--- config.mk ---
export PLATFORM = sky130hd
export DESIGN_NAME = sts_top
export DESIGN_NICKNAME = d
export VERILOG_FILES = /design/src/sts_pkg.sv /design/src/sts_delay.sv /design/src/sts_ahb_regs.sv /design/src/sts_top.sv
export SDC_FILE = /design/constraint.sdc
export NUM_CORES = 1
export LEC_CHECK = 0
export BUFFER_PORTS_ARGS = -buffer_cell sky130_fd_sc_hd__buf_2
export CAP_MARGIN = 20
export CELL_PAD_IN_SITES_DETAIL_PLACEMENT = 1
export CELL_PAD_IN_SITES_GLOBAL_PLACEMENT = 1
export CORE_UTILIZATION = 42
export DETAILED_ROUTE_END_ITERATION = 6
export MAX_ROUTING_LAYER = met4
export PLACE_DENSITY_LB_ADDON = 0.1
export SYNTH_ARGS = -nofsm -noshare
export SYNTH_HDL_FRONTEND = slang
export SYNTH_HIERARCHICAL = 1
export SYNTH_SLANG_ARGS = --single-unit
--- constraint.sdc ---
create_clock -name SYS_CLK_I -period 3.75 [get_ports SYS_CLK_I]
set_clock_uncertainty 0.1 [all_clocks]
set_input_delay 0.75 -clock SYS_CLK_I [delete_from_list [all_inputs] [get_ports SYS_CLK_I]]
set_output_delay 0.75 -clock SYS_CLK_I [all_outputs]
set_load 0.005 [all_outputs]
--- src/sts_pkg.sv ---
// Purpose: shared constants and types of the source transfer sequencer
// Assumes: 25 MHz system clock, AHB-Lite register access, word transfers
// Notes: all delays are programmed in milliseconds
package sts_pkg;

    // =========================================================
    // clocking and time base
    localparam int CLK_PERIOD_NS = 40;
    localparam int MS_NS = 1000000;
    // cycles per millisecond tick, derived from the clock period
    localparam int MS_TICK_CYC = MS_NS / CLK_PERIOD_NS;
    localparam int PRE_W = 24;
    localparam int DLY_W = 16;

    // =========================================================
    // register map (byte offsets, one word each)
    localparam int NUM_CFG = 6;
    localparam logic [31:0] OFS_CTRL = 32'h0000_0000;
    localparam logic [31:0] OFS_ESD = 32'h0000_0004;
    localparam logic [31:0] OFS_NED = 32'h0000_0008;
    localparam logic [31:0] OFS_PTD = 32'h0000_000C;
    localparam logic [31:0] OFS_END = 32'h0000_0010;
    localparam logic [31:0] OFS_ECD = 32'h0000_0014;
    localparam logic [31:0] OFS_STATUS = 32'h0000_0018;
    localparam logic [2:0] IDX_CTRL = 3'h0;
    localparam logic [2:0] IDX_ESD = 3'h1;
    localparam logic [2:0] IDX_NED = 3'h2;
    localparam logic [2:0] IDX_PTD = 3'h3;
    localparam logic [2:0] IDX_END = 3'h4;
    localparam logic [2:0] IDX_ECD = 3'h5;
    localparam logic [2:0] IDX_STATUS = 3'h6;

    // reset values, indexed like the configuration words
    localparam logic [15:0] RST_VAL [NUM_CFG] = '{
        16'h0002, 16'h0BB8, 16'h2710, 16'h03E8, 16'h7530, 16'h7530
    };

    // =========================================================
    // control word fields
    localparam int CTL_CLOSED = 0;
    localparam int CTL_LEVEL2 = 1;
    localparam int CTL_APP_LO = 2;
    localparam int CTL_PRIME = 4;
    localparam int CTL_SHED = 5;
    localparam int CTL_EXER = 6;

    // status word fields
    localparam int STA_STATE_LO = 0;
    localparam int STA_IND_LO = 16;
    localparam int STA_GEN = 20;
    localparam int STA_CFG_ERR = 21;

    // application codes
    localparam logic [1:0] APP_U2G = 2'h0;
    localparam logic [1:0] APP_U2U = 2'h1;
    localparam logic [1:0] APP_G2G = 2'h2;

    // AHB transfer type bit that marks NONSEQ or SEQ
    localparam int HTRANS_ACT = 1;

    // sequencer states, one-hot
    typedef enum logic [9:0] {
        ST_ON_S1 = 10'h001,
        ST_ES_WAIT = 10'h002,
        ST_GEN_WAIT = 10'h004,
        ST_NE_WAIT = 10'h008,
        ST_NEUT_TX = 10'h010,
        ST_ON_S2 = 10'h020,
        ST_EN_WAIT = 10'h040,
        ST_NEUT_RT = 10'h080,
        ST_BOTH = 10'h100,
        ST_COOL = 10'h200
    } sts_state_t;

endpackage

--- src/sts_delay.sv ---
// Purpose: millisecond down-counter shared by all sequence delays
// Assumes: load is a one-cycle request; value in milliseconds
// Notes: expired is a level, high from the cycle after a zero load
`timescale 1ns/10ps
`default_nettype none
module sts_delay
    import sts_pkg::*;
#(
    parameter int TICK_CYCLES = MS_TICK_CYC
) (
    input wire logic clk_i,
    input wire logic rst_b_i,
    input wire logic load_i,
    input wire logic [DLY_W-1:0] val_i,
    output logic expired_o
);

    // =========================================================
    // counter state
    logic [PRE_W-1:0] pre;
    logic [PRE_W-1:0] next_pre;
    logic [DLY_W-1:0] ms;
    logic [DLY_W-1:0] next_ms;
    logic armed;
    logic next_armed;
    logic tick;

    // prescaler wraps once per millisecond
    assign tick = (pre == PRE_W'(TICK_CYCLES - 1));

    // reload restarts the prescaler so a delay never runs short
    always_comb begin
        next_pre = tick ? '0 : pre + PRE_W'(1);
        next_ms = ms;
        next_armed = armed;
        if (load_i) begin
            next_pre = '0;
            next_ms = val_i;
            next_armed = 1'b1;
        end else if (tick && ms != '0) begin
            next_ms = ms - DLY_W'(1);
        end
    end

    always_ff @(posedge clk_i or negedge rst_b_i) begin
        if (!rst_b_i) begin
            pre <= '0;
            ms <= '0;
            armed <= 1'b0;
        end else begin
            pre <= next_pre;
            ms <= next_ms;
            armed <= next_armed;
        end
    end

    assign expired_o = armed && (ms == '0);

endmodule
`default_nettype wire

--- src/sts_ahb_regs.sv ---
// Purpose: AHB-Lite slave holding the configuration and status words
// Assumes: single word transfers; no wait states
// Notes: unmapped reads return zero, unmapped writes are dropped
`timescale 1ns/10ps
`default_nettype none
module sts_ahb_regs
    import sts_pkg::*;
(
    input wire logic clk_i,
    input wire logic rst_b_i,
    input wire logic hsel_i,
    input wire logic [31:0] haddr_i,
    input wire logic [1:0] htrans_i,
    input wire logic hwrite_i,
    input wire logic [2:0] hsize_i,
    input wire logic [31:0] hwdata_i,
    input wire logic hready_i,
    input wire logic [31:0] status_i,
    output logic [31:0] hrdata_o,
    output logic hreadyout_o,
    output logic hresp_o,
    output logic [15:0] cfg_o [NUM_CFG]
);

    // =========================================================
    // address phase capture
    logic wr_pend;
    logic next_wr_pend;
    logic [2:0] wr_idx;
    logic [2:0] next_wr_idx;
    logic [31:0] next_rdata;
    logic [15:0] cfg [NUM_CFG];
    logic [15:0] next_cfg [NUM_CFG];
    logic acc;
    logic [2:0] a_idx;

    // size is not checked: only whole words are issued
    assign acc = hsel_i && htrans_i[HTRANS_ACT] && hready_i;
    assign a_idx = (haddr_i[31:5] == '0) ? haddr_i[4:2] : 3'h7;

    // writes land in the data phase, reads see the freshest words
    always_comb begin
        next_cfg = cfg;
        if (wr_pend && wr_idx < 3'(NUM_CFG)) begin
            next_cfg[wr_idx] = hwdata_i[15:0];
        end
        next_wr_pend = acc && hwrite_i;
        next_wr_idx = acc ? a_idx : wr_idx;
        next_rdata = hrdata_o;
        if (acc && !hwrite_i) begin
            if (a_idx < 3'(NUM_CFG)) begin
                next_rdata = {16'h0000, next_cfg[a_idx]};
            end else if (a_idx == IDX_STATUS) begin
                next_rdata = status_i;
            end else begin
                next_rdata = 32'h0000_0000;
            end
        end
    end

    // configuration words, one flop group per entry
    for (genvar i = 0; i < NUM_CFG; i++) begin : g_cfg
        always_ff @(posedge clk_i or negedge rst_b_i) begin
            if (!rst_b_i) begin
                cfg[i] <= RST_VAL[i];
            end else begin
                cfg[i] <= next_cfg[i];
            end
        end
    end

    always_ff @(posedge clk_i or negedge rst_b_i) begin
        if (!rst_b_i) begin
            wr_pend <= 1'b0;
            wr_idx <= 3'h0;
            hrdata_o <= 32'h0000_0000;
        end else begin
            wr_pend <= next_wr_pend;
            wr_idx <= next_wr_idx;
            hrdata_o <= next_rdata;
        end
    end

    assign cfg_o = cfg;
    assign hreadyout_o = 1'b1;
    assign hresp_o = 1'b0;

endmodule
`default_nettype wire

--- src/sts_top.sv ---
// Purpose: source transfer sequencer between a primary and a backup source
// Assumes: source sense, pickup and phase inputs are synchronous levels
// Notes: delays come from the register file in milliseconds
`timescale 1ns/10ps
`default_nettype none
// Functional notes
// - primary lost: start engine start delay, drop primary available lamp.
// - engine start delay expired, primary still bad: command generator start.
// - backup at pickup: light its available lamp, start normal to emergency delay.
// - normal to emergency delay done: switch to neutral, primary connected off.
// - hold neutral for programmed transition delay, then connect backup.
// - primary returns: light its lamp, start emergency to normal delay.
// - open retransfer: after that delay go neutral, backup connected lamp off.
// - retransfer holds neutral for programmed delay, then connects primary.
// - after retransfer run cooldown delay, then stop generator, lamp off.
// - open variant never connects both sources together.
// - closed variant parallels only when in phase, under 0.1 second.
// - utility to genset: start before transfer, stop after retransfer.
// - utility to utility: no generator control, no load shed, open only.
// - genset to genset: failed generator causes the other to start and connect.
// - genset to genset disables exerciser and load shedding.
// - genset to genset supports prime power and dual standby configurations.
// - closed variant needs higher level; basic level allows utility to genset only.
// - closed retransfer closes primary first, opens backup within 100 ms.
// - closed variant falls back to open transfer when sources not in sync.
module sts_top
    import sts_pkg::*;
#(
    parameter int TICK_CYCLES = MS_TICK_CYC
) (
    input wire logic SYS_CLK_I,
    input wire logic RST_B_I,
    input wire logic HSEL_I,
    input wire logic [31:0] HADDR_I,
    input wire logic [1:0] HTRANS_I,
    input wire logic HWRITE_I,
    input wire logic [2:0] HSIZE_I,
    input wire logic [31:0] HWDATA_I,
    input wire logic HREADY_I,
    output logic [31:0] HRDATA_O,
    output logic HREADYOUT_O,
    output logic HRESP_O,
    input wire logic S1_OK_I,
    input wire logic S2_OK_I,
    input wire logic SYNC_I,
    output logic GEN_RUN_O,
    output logic GEN_A_RUN_O,
    output logic SW_S1_CLOSE_O,
    output logic SW_S2_CLOSE_O,
    output logic S1_AVAIL_O,
    output logic S2_AVAIL_O,
    output logic S1_CONN_O,
    output logic S2_CONN_O,
    output logic LOAD_SHED_EN_O,
    output logic EXERCISE_EN_O
);

    // =========================================================
    // registers and configuration decode
    logic [15:0] cfg [NUM_CFG];
    logic [31:0] status;
    logic [15:0] ctrl;
    logic [1:0] app;
    logic cfg_err;
    logic [1:0] app_eff;
    logic closed_eff;
    logic no_gen;

    sts_ahb_regs u_regs (
        .clk_i(SYS_CLK_I),
        .rst_b_i(RST_B_I),
        .hsel_i(HSEL_I),
        .haddr_i(HADDR_I),
        .htrans_i(HTRANS_I),
        .hwrite_i(HWRITE_I),
        .hsize_i(HSIZE_I),
        .hwdata_i(HWDATA_I),
        .hready_i(HREADY_I),
        .status_i(status),
        .hrdata_o(HRDATA_O),
        .hreadyout_o(HREADYOUT_O),
        .hresp_o(HRESP_O),
        .cfg_o(cfg)
    );

    assign ctrl = cfg[IDX_CTRL];
    assign app = ctrl[CTL_APP_LO +: 2];
    // level checks
    // an illegal mix falls back to plain open utility to genset
    assign cfg_err = (ctrl[CTL_CLOSED] && !ctrl[CTL_LEVEL2])
        || (!ctrl[CTL_LEVEL2] && app != APP_U2G)
        || (ctrl[CTL_CLOSED] && app != APP_U2G)
        || (app == 2'h3);
    assign app_eff = cfg_err ? APP_U2G : app;
    assign closed_eff = ctrl[CTL_CLOSED] && !cfg_err;
    assign no_gen = (app_eff == APP_U2U);

    // =========================================================
    // sequencer state
    sts_state_t state;
    sts_state_t next_state;
    logic gen_run;
    logic next_gen_run;
    logic sw1;
    logic next_sw1;
    logic sw2;
    logic next_sw2;
    logic s1_av;
    logic next_s1_av;
    logic s2_av;
    logic next_s2_av;
    logic shed;
    logic next_shed;
    logic exer;
    logic next_exer;
    logic gen_a;
    logic next_gen_a;
    logic tmr_load;
    logic [DLY_W-1:0] tmr_val;
    logic tmr_done;
    logic par_ok;

    sts_delay #(
        .TICK_CYCLES(TICK_CYCLES)
    ) u_delay (
        .clk_i(SYS_CLK_I),
        .rst_b_i(RST_B_I),
        .load_i(tmr_load),
        .val_i(tmr_val),
        .expired_o(tmr_done)
    );

    // paralleling allowed only on live in-phase sources
    assign par_ok = closed_eff && SYNC_I && S1_OK_I && S2_OK_I;

    // transfer sequence; the delay is reloaded on every state change
    always_comb begin
        next_state = state;
        next_gen_run = gen_run;
        unique case (state)
            ST_ON_S1: begin
                if (!S1_OK_I) begin
                    next_state = no_gen ? ST_GEN_WAIT : ST_ES_WAIT;
                end
            end
            ST_ES_WAIT: begin
                if (S1_OK_I) begin
                    next_state = ST_ON_S1;
                end else if (tmr_done) begin
                    next_state = ST_GEN_WAIT;
                    next_gen_run = 1'b1;
                end
            end
            ST_GEN_WAIT: begin
                if (S1_OK_I) begin
                    next_state = no_gen ? ST_ON_S1 : ST_COOL;
                end else if (S2_OK_I) begin
                    next_state = ST_NE_WAIT;
                end
            end
            ST_NE_WAIT: begin
                if (S1_OK_I) begin
                    next_state = no_gen ? ST_ON_S1 : ST_COOL;
                end else if (tmr_done) begin
                    next_state = ST_NEUT_TX;
                end
            end
            ST_NEUT_TX: begin
                if (tmr_done) begin
                    next_state = ST_ON_S2;
                end
            end
            ST_ON_S2: begin
                if (S1_OK_I) begin
                    next_state = ST_EN_WAIT;
                end
            end
            ST_EN_WAIT: begin
                if (!S1_OK_I) begin
                    next_state = ST_ON_S2;
                end else if (tmr_done && par_ok) begin
                    next_state = ST_BOTH;
                end else if (tmr_done) begin
                    next_state = ST_NEUT_RT;
                end
            end
            ST_NEUT_RT: begin
                if (tmr_done) begin
                    next_state = no_gen ? ST_ON_S1 : ST_COOL;
                end
            end
            ST_BOTH: begin
                // overlap held a single clock, far inside the limit
                next_state = ST_COOL;
            end
            ST_COOL: begin
                // primary lost again while the engine still runs
                if (!S1_OK_I && S2_OK_I) begin
                    next_state = ST_NE_WAIT;
                end else if (!S1_OK_I) begin
                    next_state = ST_GEN_WAIT;
                end else if (tmr_done) begin
                    next_state = ST_ON_S1;
                    next_gen_run = 1'b0;
                end
            end
            default: begin
                next_state = ST_ON_S1;
            end
        endcase
        if (no_gen) begin
            next_gen_run = 1'b0;
        end
    end

    // delay reload picks the value for the state being entered
    always_comb begin
        tmr_load = (next_state != state);
        unique case (next_state)
            ST_ES_WAIT: tmr_val = cfg[IDX_ESD];
            ST_NE_WAIT: tmr_val = cfg[IDX_NED];
            ST_NEUT_TX, ST_NEUT_RT: tmr_val = cfg[IDX_PTD];
            ST_EN_WAIT: tmr_val = cfg[IDX_END];
            ST_COOL: tmr_val = cfg[IDX_ECD];
            default: tmr_val = '0;
        endcase
    end

    // contacts follow the state being entered, available lamps follow the source inputs
    always_comb begin
        next_sw1 = (next_state & (ST_ON_S1 | ST_ES_WAIT | ST_GEN_WAIT | ST_NE_WAIT
            | ST_BOTH | ST_COOL)) != '0;
        next_sw2 = (next_state & (ST_ON_S2 | ST_EN_WAIT | ST_BOTH)) != '0;
        next_s1_av = S1_OK_I;
        // backup lamp needs a running set, except in utility to utility
        next_s2_av = S2_OK_I && (next_gen_run || no_gen);
        next_shed = ctrl[CTL_SHED] && (app_eff == APP_U2G);
        next_exer = ctrl[CTL_EXER] && (app_eff != APP_G2G);
        // prime power keeps the first set running
        next_gen_a = (app_eff == APP_G2G) && ctrl[CTL_PRIME];
    end

    always_ff @(posedge SYS_CLK_I or negedge RST_B_I) begin
        if (!RST_B_I) begin
            state <= ST_ON_S1;
            gen_run <= 1'b0;
            sw1 <= 1'b1;
            sw2 <= 1'b0;
            s1_av <= 1'b0;
            s2_av <= 1'b0;
            shed <= 1'b0;
            exer <= 1'b0;
            gen_a <= 1'b0;
        end else begin
            state <= next_state;
            gen_run <= next_gen_run;
            sw1 <= next_sw1;
            sw2 <= next_sw2;
            s1_av <= next_s1_av;
            s2_av <= next_s2_av;
            shed <= next_shed;
            exer <= next_exer;
            gen_a <= next_gen_a;
        end
    end

    // =========================================================
    // outputs and status word
    assign GEN_RUN_O = gen_run;
    assign GEN_A_RUN_O = gen_a;
    assign SW_S1_CLOSE_O = sw1;
    assign SW_S2_CLOSE_O = sw2;
    assign S1_CONN_O = sw1;
    assign S2_CONN_O = sw2;
    assign S1_AVAIL_O = s1_av;
    assign S2_AVAIL_O = s2_av;
    assign LOAD_SHED_EN_O = shed;
    assign EXERCISE_EN_O = exer;
    assign status = {10'h000, cfg_err, gen_run, s2_av, s1_av, sw2, sw1, 6'h00, state};
endmodule
`default_nettype wire

## After elaboration in Yosys (flattened, before gate mapping)

Index checks and enable logic that the tools add are counted.

- Register bits: 191
- Latch bits: 0
- Memory bits (writable): 0
- Bits in read-only memories: 0
- Input bits: 77
- Output and inout bits: 44
- Logic and storage cells: 133
- Memories kept: 0

- Add/subtract/negate cells: 2
- Multipliers: 0
- Divide/modulo/power cells: 0
- Magnitude comparators: 5
- Equality and inequality tests: 23
- Shift operators: 0
- Mux-type cells: 42
- Bitwise operators: 2
- Reductions and logical operators: 38

Operators by type and width:

| kind | number |
|---|---|
| 10-bit 2-to-1 mux | 17 |
| 10-bit one-hot mux with 10 select lines | 1 |
| 96-bit bitwise mux | 1 |
| 96-bit 2-to-1 mux | 1 |
| 16-bit 2-to-1 mux | 5 |
| 16-bit one-hot mux with 5 select lines | 1 |
| 16-bit binary-select mux with 3-bit select | 1 |
| 16-bit demux with 3-bit select | 1 |
| 24-bit 2-to-1 mux | 2 |
| 22-bit 2-to-1 mux | 2 |
| 27-bit zero test | 1 |
| 24-bit by 1-bit adder with 24-bit output (second input constant) | 1 |
| 24-bit by 15-bit == test with 1-bit output (second input constant) | 1 |
| 1-bit logical AND | 21 |
| 10-bit == test (second input constant) | 2 |
| 10-bit by 2-bit == test with 1-bit output (second input constant) | 2 |
| 10-bit by 4-bit == test with 1-bit output (second input constant) | 2 |
| 10-bit by 5-bit == test with 1-bit output (second input constant) | 2 |
| 10-bit by 7-bit == test with 1-bit output (second input constant) | 2 |
| 10-bit by 8-bit == test with 1-bit output (second input constant) | 2 |
| 10-bit nonzero test | 2 |
| 16-bit zero test | 1 |
| 16-bit nonzero test | 1 |
| 16-bit by 1-bit subtractor with 16-bit output (second input constant) | 1 |
| 22 further kinds | 39 |

## Logic depth before layout (Yosys ltp)

Gate-level depths: netlist of the first run.

- Depth in word-level cells: 18
- Gate-level depth with buffers: 17
- Gate-level depth less buffers: 15

## Cells and area by module

The synthesis of the first run kept the hierarchy.

Modules (own cells, without submodules):

| module | instances | cells an instance | area an instance (um^2) | seq. area each (um^2) |
|---|---|---|---|---|
| sts_ahb_regs | 1 | 458 | 6,047.0 | 3,344.5 |
| sts_delay | 1 | 254 | 2,269.7 | 1,026.0 |
| sts_top | 1 | 234 | 1,940.6 | 452.9 |

## Least setup slack after synthesis of the first run

OpenSTA, ideal clock, no wires.

- Path kind: register to register
- Start point: reg u_delay.ms[4]
- End point: reg u_delay.ms[10]
- Library setup time: 0.069 ns
- Data arrival time: 3.438 ns
- Required time: 3.581 ns
- Slack: 0.143 ns
- Stages on the path, launching flop included: 16
- Path buffers: 4
- Clock period less this slack: 3.607 ns
- Path through: dfrtp_1 or4_1 nor3_1 and3_1 clkbuf_1 nand4_1 a21oi_1 a311o_1 buf_2 o2111a_1 o211ai_1 inv_1 clkbuf_1 clkbuf_1 o211ai_1 nand3_1

- Elaborated cells between the ends (all ways): 31
- Classes of those cells: add/sub (1); eq/ne (7); mux (16); reduce/logical (7)

RTL lines:

| item | RTL line | source |
|---|---|---|
| start: declaration | sts_delay.sv:22 | `logic [DLY_W-1:0] ms;` |
| start signal: assignment | sts_delay.sv:52 | `ms <= next_ms;` |
| 16-bit zero test (*) | sts_delay.sv:57 | `assign expired_o = armed && (ms == '0);` |
| 1-bit logical AND (*) | sts_delay.sv:57 |  |
| named net tmr_done | sts_top.sv:120 | `logic tmr_done;` |
| 10-bit 2-to-1 mux (tied with other cells) | sts_top.sv:202 | `end else if (tmr_done) begin` |
| 10-bit 2-to-1 mux, on equally long branches | sts_top.sv:200, sts_top.sv:181 |  |
| 10-bit 2-to-1 mux, on equally long branches | sts_top.sv:198, sts_top.sv:179 |  |
| 10-bit one-hot mux with 10 select lines (*) | sts_top.sv:140 | `unique case (state)` |
| 10-bit inequality test (*) | sts_top.sv:218 | `tmr_load = (next_state != state);` |
| named net tmr_load | sts_top.sv:118 | `logic tmr_load;` |
| 16-bit 2-to-1 mux or 2-bit nonzero test (tied branches) | n/a |  |

Mark *: on every way through the listed nets, which the timed path passes. The rest lies on a longest branch. The select of a mux whose other input is x is not followed.
A chain may end at the register's enable or synchronous reset.

## Final worst setup path of the first run

- Start point: reg u_delay.ms[6]
- End point: reg u_delay.ms[5]

Same word-level chain as after synthesis.

==> metrics.txt, run 1 <==
largest net degree at the start of global routing 78; leakage power 5.27 nW; cell with the most instances after synthesis dfrtp_1; mapped cell area 10300 um2; register area 4820 um2; worst-margin pin slew 1.17 ns; initial core utilization 0.433; core area 23700 um2; Comb pwr share 0.299; Routability Congestion 0.864; Internal 4.28 mW; Power Density 546 nW/um2; FMAX 272 MHz; Post-synth top cells dfrtp_1 (156), mux2_2 (145), nor2_1 (67); # clock sinks 191; metal2 WL 14.8 mm; first-pass GRT wire length 49.6 mm; net total in the final layout 1153; Final ANT Viol Nets 0; fraction of layout cells with a size suffix above 1 0.381; Worst VDD drop 0.228 mV; run status finished, final reports clean; Met1 Routed Length 14.8 mm; Final HPWL DP 20.9 mm; drt via density 5.80; DR pass1 iterations 5; Die X 158 um; die height 158 um; biggest area consumer among synthesized cells dfrtp_1; Syn Inst Count 946; crit share post-route 0.981; latest clock arrival within the worst-skew pair 0.44 ns; Syn Area/Cell 10.8 um2; Hold Buf Count CTS 0; GRT Overall Usage 0.272; Port-buffer cells 96; vias in the first global route 8607; final hold viol count 0; Clock power frac 0.280; crit-path max FO 8; Rows 56; Layout Area Growth over Synthesis 16.9%; Residual DRC 0; H-tree depth 4; Crit path required time 3.97 ns; Critical Path Source Type register; critical path data arrival time 3.90 ns; unrepaired setup endpoints after global routing yes; clk root buf clkbuf_16; relative slew slack 0.221; share of power burned in registers 0.421; Primary FF master, synth dfrtp_1; initial antenna violation count 1; CTS tree built; Synth async-reset ratio 1.00; top-area cell type share of the netlist area 0.381; Final Core Density 0.506; count of final setup violators 0; top cells by area, synth dfrtp_1 (38%), mux2_2 (16%), dfstp_2 (9.0%); Seq/Total Area, Yosys 0.470; CTS clk-pin slew, worst paths 0.08 ns; total power 6.55 mW; Synth Register Bits 191; Vias 8167; Highest Signal Layer met4; Wirelength per Cell 22.1 um; Ys Warns 6; FILL cells 2620; CTS max path bufs 2; Slew Limit Fails 0; total CTS buffers 17; Sw Pwr 2.26 mW; Yosys cell types 86; switching power share of the total 0.346; Met3 Wirelength 1.09 mm; total gr overflow 0; max cap viols 0; I/O pin count 121; WL final 31.1 mm; Worst Path Class, Setup register to register; die area 25100 um2; area of the multi-input gates 5080 um2; post-layout min period 3.68 ns; DRT iter0 DRCs 463; Post-synth EDFFs 0; CP endpoint kind register; HP Class input port to async pin
## per-stage QoR
step / hold slack [ns] / setup WS (ns) / TNS [ns] / std cells / instance area (um2)
after global routing: 0.275 / -0.0318 / -0.0374 / 1407 / 12000
final: 0.223 / 0.0709 / 0 / 1407 / 12000
after global placement: 0.342 / -0.0589 / -1.01 / 1371 / 11300
after detailed placement: 0.360 / -0.139 / -2.84 / 1371 / 11300
after floorplan: 0.327 / 0.143 / 0 / 961 / 10300
after CTS: 0.247 / 0.0538 / 0 / 1403 / 11900
## flip-flops by register name, indices dropped and copies added (netlist names)
signal,flops
u_regs/cfg_o,96
u_regs/hrdata_o,32
u_delay/pre,24
u_delay/ms,16
state,10
u_regs/wr_idx,3
EXERCISE_EN_O,1
GEN_A_RUN_O,1
GEN_RUN_O,1
LOAD_SHED_EN_O,1
S1_AVAIL_O,1
S1_CONN_O,1
S2_AVAIL_O,1
S2_CONN_O,1
u_delay/armed,1
u_regs/wr_pend,1
## final timing paths
check	end	from	depth (start not counted)	slack, ns
min reg2reg	u_delay/pre[0]$_DFF_PN0_	u_delay/pre[0]$_DFF_PN0_	1	0.37
min in group SYS_CLK_I	u_delay/pre[0]$_DFF_PN0_	u_delay/pre[0]$_DFF_PN0_	1	0.37
max in group asynchronous	u_regs/cfg_o[5]$_DFF_PN1_	RST_B_I	2	2.45
min	u_delay/pre[8]$_DFF_PN0_	RST_B_I	1	0.22
max	u_delay/ms[5]$_DFFE_PN0P_	u_delay/ms[6]$_DFFE_PN0P_	13	0.07
max reg2reg	u_delay/ms[5]$_DFFE_PN0P_	u_delay/ms[6]$_DFFE_PN0P_	13	0.07
## power groups by stage
stage | logic [mW] | clock network (mW) | registers, mW
after detailed placement | 1.87 | 0 | 2.79
after CTS | 1.89 | 1.86 | 2.76
after floorplan | 1.23 | 0 | 2.70
after global routing | 2.14 | 1.94 | 2.81
final | 1.96 | 1.83 | 2.76
after global placement | 1.83 | 0 | 2.78
## worst max-delay path, cell delays in order (launching register included)
cell      delay [ns]
dfrtp_1         0.38
or4_1           0.60
nor3_4          0.28
and3_2          0.30
buf_4           0.19
nand3_1         0.07
nor3_1          0.33
nor4_1          0.11
o2111a_1        0.16
o211ai_1        0.27
inv_1           0.24
nand2_1         0.13
a21oi_1         0.05
a311o_1         0.36
## logic make-up after synthesis
group                    synth area share
adder cells (fa/ha/maj)           0.00244
buffers and inverters              0.0428
other                             0.00110
multiplexers                        0.160
XOR/XNOR                           0.0239
AO/OA/AOI/OAI                       0.121
AND/OR/NAND/NOR                     0.178
flip-flops                          0.470
## metal layers
metal	global-route usage	vias up
met5	-	-
met2	0.430	185
met1	0.369	4203
met4	0.0673	0
li1	-	3742
met3	0.0378	37
## final cells by class
type / count / share of cell area
Multi-Input combinational cell: 683 / 0.424
Tap cell: 319 / 0.0333
Antenna cell: 1 / 0.000209
Sequential cell: 191 / 0.402
Timing Repair Buffer: 158 / 0.0841
Clock buffer: 17 / 0.0355
Clock inverter: 15 / 0.0138
Inverter: 23 / 0.00720
## placed cells by master, fill, tap and decap left out, types with 17 or more instances in the layout
cell type / instances
o21ai_0: 35
nor4_1: 20
buf_2: 95
mux2_2: 145
nand3_1: 46
inv_1: 23
dfstp_2: 35
nor2_1: 66
nor3_1: 20
dfrtp_1: 156
conb_1: 18
clkbuf_16: 17
nand2_1: 66
buf_4: 57
## repair_timing
item | in CTS | in global routing
setup buffers | 0 | 3
resized for setup | 2 | 5
pin swaps | 0 | 1
setup endpoints to repair | 31 | 32
Power figures use the tool's default switching activity.
==> run 2: changes to the inputs <==
Settings changed: CAP_MARGIN 20 to 10, CORE_UTILIZATION 42 to 38.
==> run 2 against run 1 <==
  * The run now ends with design-rule violations left
  * First-iteration DRC count is 3.2% higher
  * Routed wire length is 2.0% higher
  * Hold slack better by 0.015 ns
  * Clock-buffer cell count is 1 higher
  * Die area is 10% higher
  * Combinational power is 3% lower
  * Sequential share of layout area is 0.080 points higher
  * Sequential cell count stayed put
  * Critical path depth is 3 higher
==> metrics.txt, run 2 (same netlist as run 1, synthesis figures left out) <==
vias in the first global route 8465 (-1.6%); CTS clk-pin slew, worst paths 0.08 ns (about the same); fraction of layout cells with a size suffix above 1 0.375 (-0.00586); Worst Path Class, Setup register to register; DR pass1 iterations 7 (+2); Critical Path Source Type register; crit share post-route 0.954 (-0.0268); latest clock arrival within the worst-skew pair 0.45 ns (about the same); CP endpoint kind register; Max stage delay cell, worst path or4_1; post-route cell area 12000 um2 (-0.20%); Slew Limit Fails 0 (unchanged); commonest non-fill, non-tap cell in the layout dfrtp_1; # clock sinks 191 (unchanged); H-tree depth 4 (unchanged); FMAX 279 MHz (+2.8%); relative slew slack 0.479 (+0.258); Inst Count DP 1382 (+0.80%); first-pass GRT wire length 50.4 mm (+1.7%); total CTS buffers 17 (unchanged); Power Density 548 nW/um2 (+0.37%); CTS tree built; Final HPWL DP 21.2 mm (+1.5%); critical path data arrival time 3.85 ns (-0.05 ns); run status complete, but fails checks; GRT Overall Usage 0.245 (-0.0272); worst-margin pin slew 0.776 ns (-0.392 ns); die height 166 um (+5.1%); initial core utilization 0.390 (-0.0428); crit-path max FO 20 (+12); commonest non-fill, non-tap cells in the layout dfrtp_1 (156), mux2_2 (145), buf_2 (95), nand2_1 (66), nor2_1 (66); largest net degree at the start of global routing 90 (+15%); post-route insts no fill 1416 (+0.64%); WL final 31.7 mm (+2.0%); Crit path required time 4.02 ns (+0.05 ns); critical path, cell by cell inv_1, ha_1, nand2b_1, nor3_2, buf_4, and3_4, buf_4, a22o_1, a32oi_2, o21bai_1, a2111oi_4, o211ai_1, buf_4, buf_4, or4_1, nand3_1; unrepaired setup endpoints after global routing no; final hold viol count 0 (unchanged); HP Class input port to async pin; total power 6.56 mW (+0.17%); placed cell areas 11300 um2 (about the same); clk root buf clkbuf_16; Rows 59 (+5.4%); core area 26300 um2 (+11%); Residual DRC 2 (+2); Port-buffer cells 96 (unchanged); number of flip-flops in the largest register 96 (unchanged); initial antenna violation count 1 (unchanged); total gr overflow 0 (unchanged); die area 27700 um2 (+10%); leakage power 5.24 nW (-0.52%); Die X 166 um (+5.1%); Worst path max stage delay 0.55 ns (-0.05 ns); Routability Congestion 0.820 (-5.1%); CTS max path bufs 2 (unchanged); post-layout min period 3.58 ns (-0.101 ns); Worst VDD drop 0.329 mV (+45%); max cap viols 0 (unchanged); I/O pin count 121 (unchanged); net total in the final layout 1146 (-0.61%); CP top delay family simple AND/OR/NAND/NOR gates; Vias 8089 (-0.96%); failing checks design-rule violations; Layout Area Growth over Synthesis 16.7%; critical path buffer and inverter count 5 (+3); DRT iter0 DRCs 478 (+3.2%); CP most frequent cell buf_4; Wirelength per Cell 22.4 um (+1.3%); count of final setup violators 0 (unchanged); Final ANT Viol Nets 0 (unchanged); drt via density 5.71 (-1.6%)
run 2: cell types whose count changed in the layout (fill, tap and decap cells not counted), sizes merged:
cell / delta
buf: -7
bufinv: +1
inv: +1
clkbuf: +1
clkinv: -3
run 2: layout make-up:
class / instances / area, um2
Antenna cell: 1 / 2.50
Clock buffer: 18 / 429
Clock inverter: 14 / 163
Fill cell: 2883 / 14300
Inverter: 23 / 86.3
Multi-Input combinational cell: 683 / 5090
Sequential cell: 191 / 4820
Tap cell: 335 / 419
Timing Repair Buffer: 151 / 956
run 2: worst reg2reg max path, cell delays in order, from the launching register on:
cell,delay (ns)
dfrtp_1,0.37
inv_1,0.05
ha_1,0.21
nand2b_1,0.16
nor3_2,0.05
buf_4,0.15
and3_4,0.21
buf_4,0.18
a22o_1,0.22
a32oi_2,0.19
o21bai_1,0.15
a2111oi_4,0.31
o211ai_1,0.13
buf_4,0.17
buf_4,0.20
or4_1,0.56
nand3_1,0.10
run 2: where the power goes:
group / total [mW] / switching (mW) / leakage, nW / internal, mW
Combinational: 1.91 / 1.07 / 2.55 / 0.842
Sequential: 2.76 / 0.265 / 2.40 / 2.50
Clock: 1.88 / 0.925 / 0.288 / 0.957
Total: 6.56 / 2.26 / 5.24 / 4.30
run 2: what timing repair did:
item	CTS	global route
pin swaps	1	0
setup buffers	1	0
gates resized for setup	0	8
endpoints found under the setup margin	20	34
hold buffers	0	0
run 2: worst paths after layout:
path	start	endpoint	slack (ns)	cells after the start
worst min-delay path	RST_B_I	u_delay/pre[15]$_DFF_PN0_	0.24	1
min in group SYS_CLK_I	u_delay/pre[0]$_DFF_PN0_	u_delay/pre[0]$_DFF_PN0_	0.36	1
worst max register to register	u_delay/ms[0]$_DFFE_PN0P_	u_delay/ms[12]$_DFFE_PN0P_	0.17	16
max in group asynchronous	RST_B_I	u_regs/cfg_o[30]$_DFF_PN1_	2.41	2
worst min register to register	u_delay/pre[0]$_DFF_PN0_	u_delay/pre[0]$_DFF_PN0_	0.36	1
worst max-delay path	u_delay/ms[0]$_DFFE_PN0P_	u_delay/ms[12]$_DFFE_PN0P_	0.17	16
run 2: per-layer routing:
layer / vias up / GRT usage / wire length, um
li1: 3730 / - / -
met1: 4143 / 0.342 / 15100
met2: 191 / 0.380 / 15100
met3: 25 / 0.0293 / 1200
met4: 0 / 0.0580 / 406
met5: - / - / 0
run 2: through the flow:
| stage | hold WS, ns | setup slack [ns] | TNS, ns | util |
|---|---|---|---|---|
| floorplan | 0.327 | 0.143 | 0 | - |
| global placement | 0.343 | 0.0434 | 0 | 0.431 |
| detailed placement | 0.351 | -0.0313 | -0.233 | 0.431 |
| CTS | 0.290 | 0.00814 | 0 | 0.454 |
| global route | 0.309 | 0.00191 | 0 | 0.455 |
| finish | 0.237 | 0.171 | 0 | 0.455 |
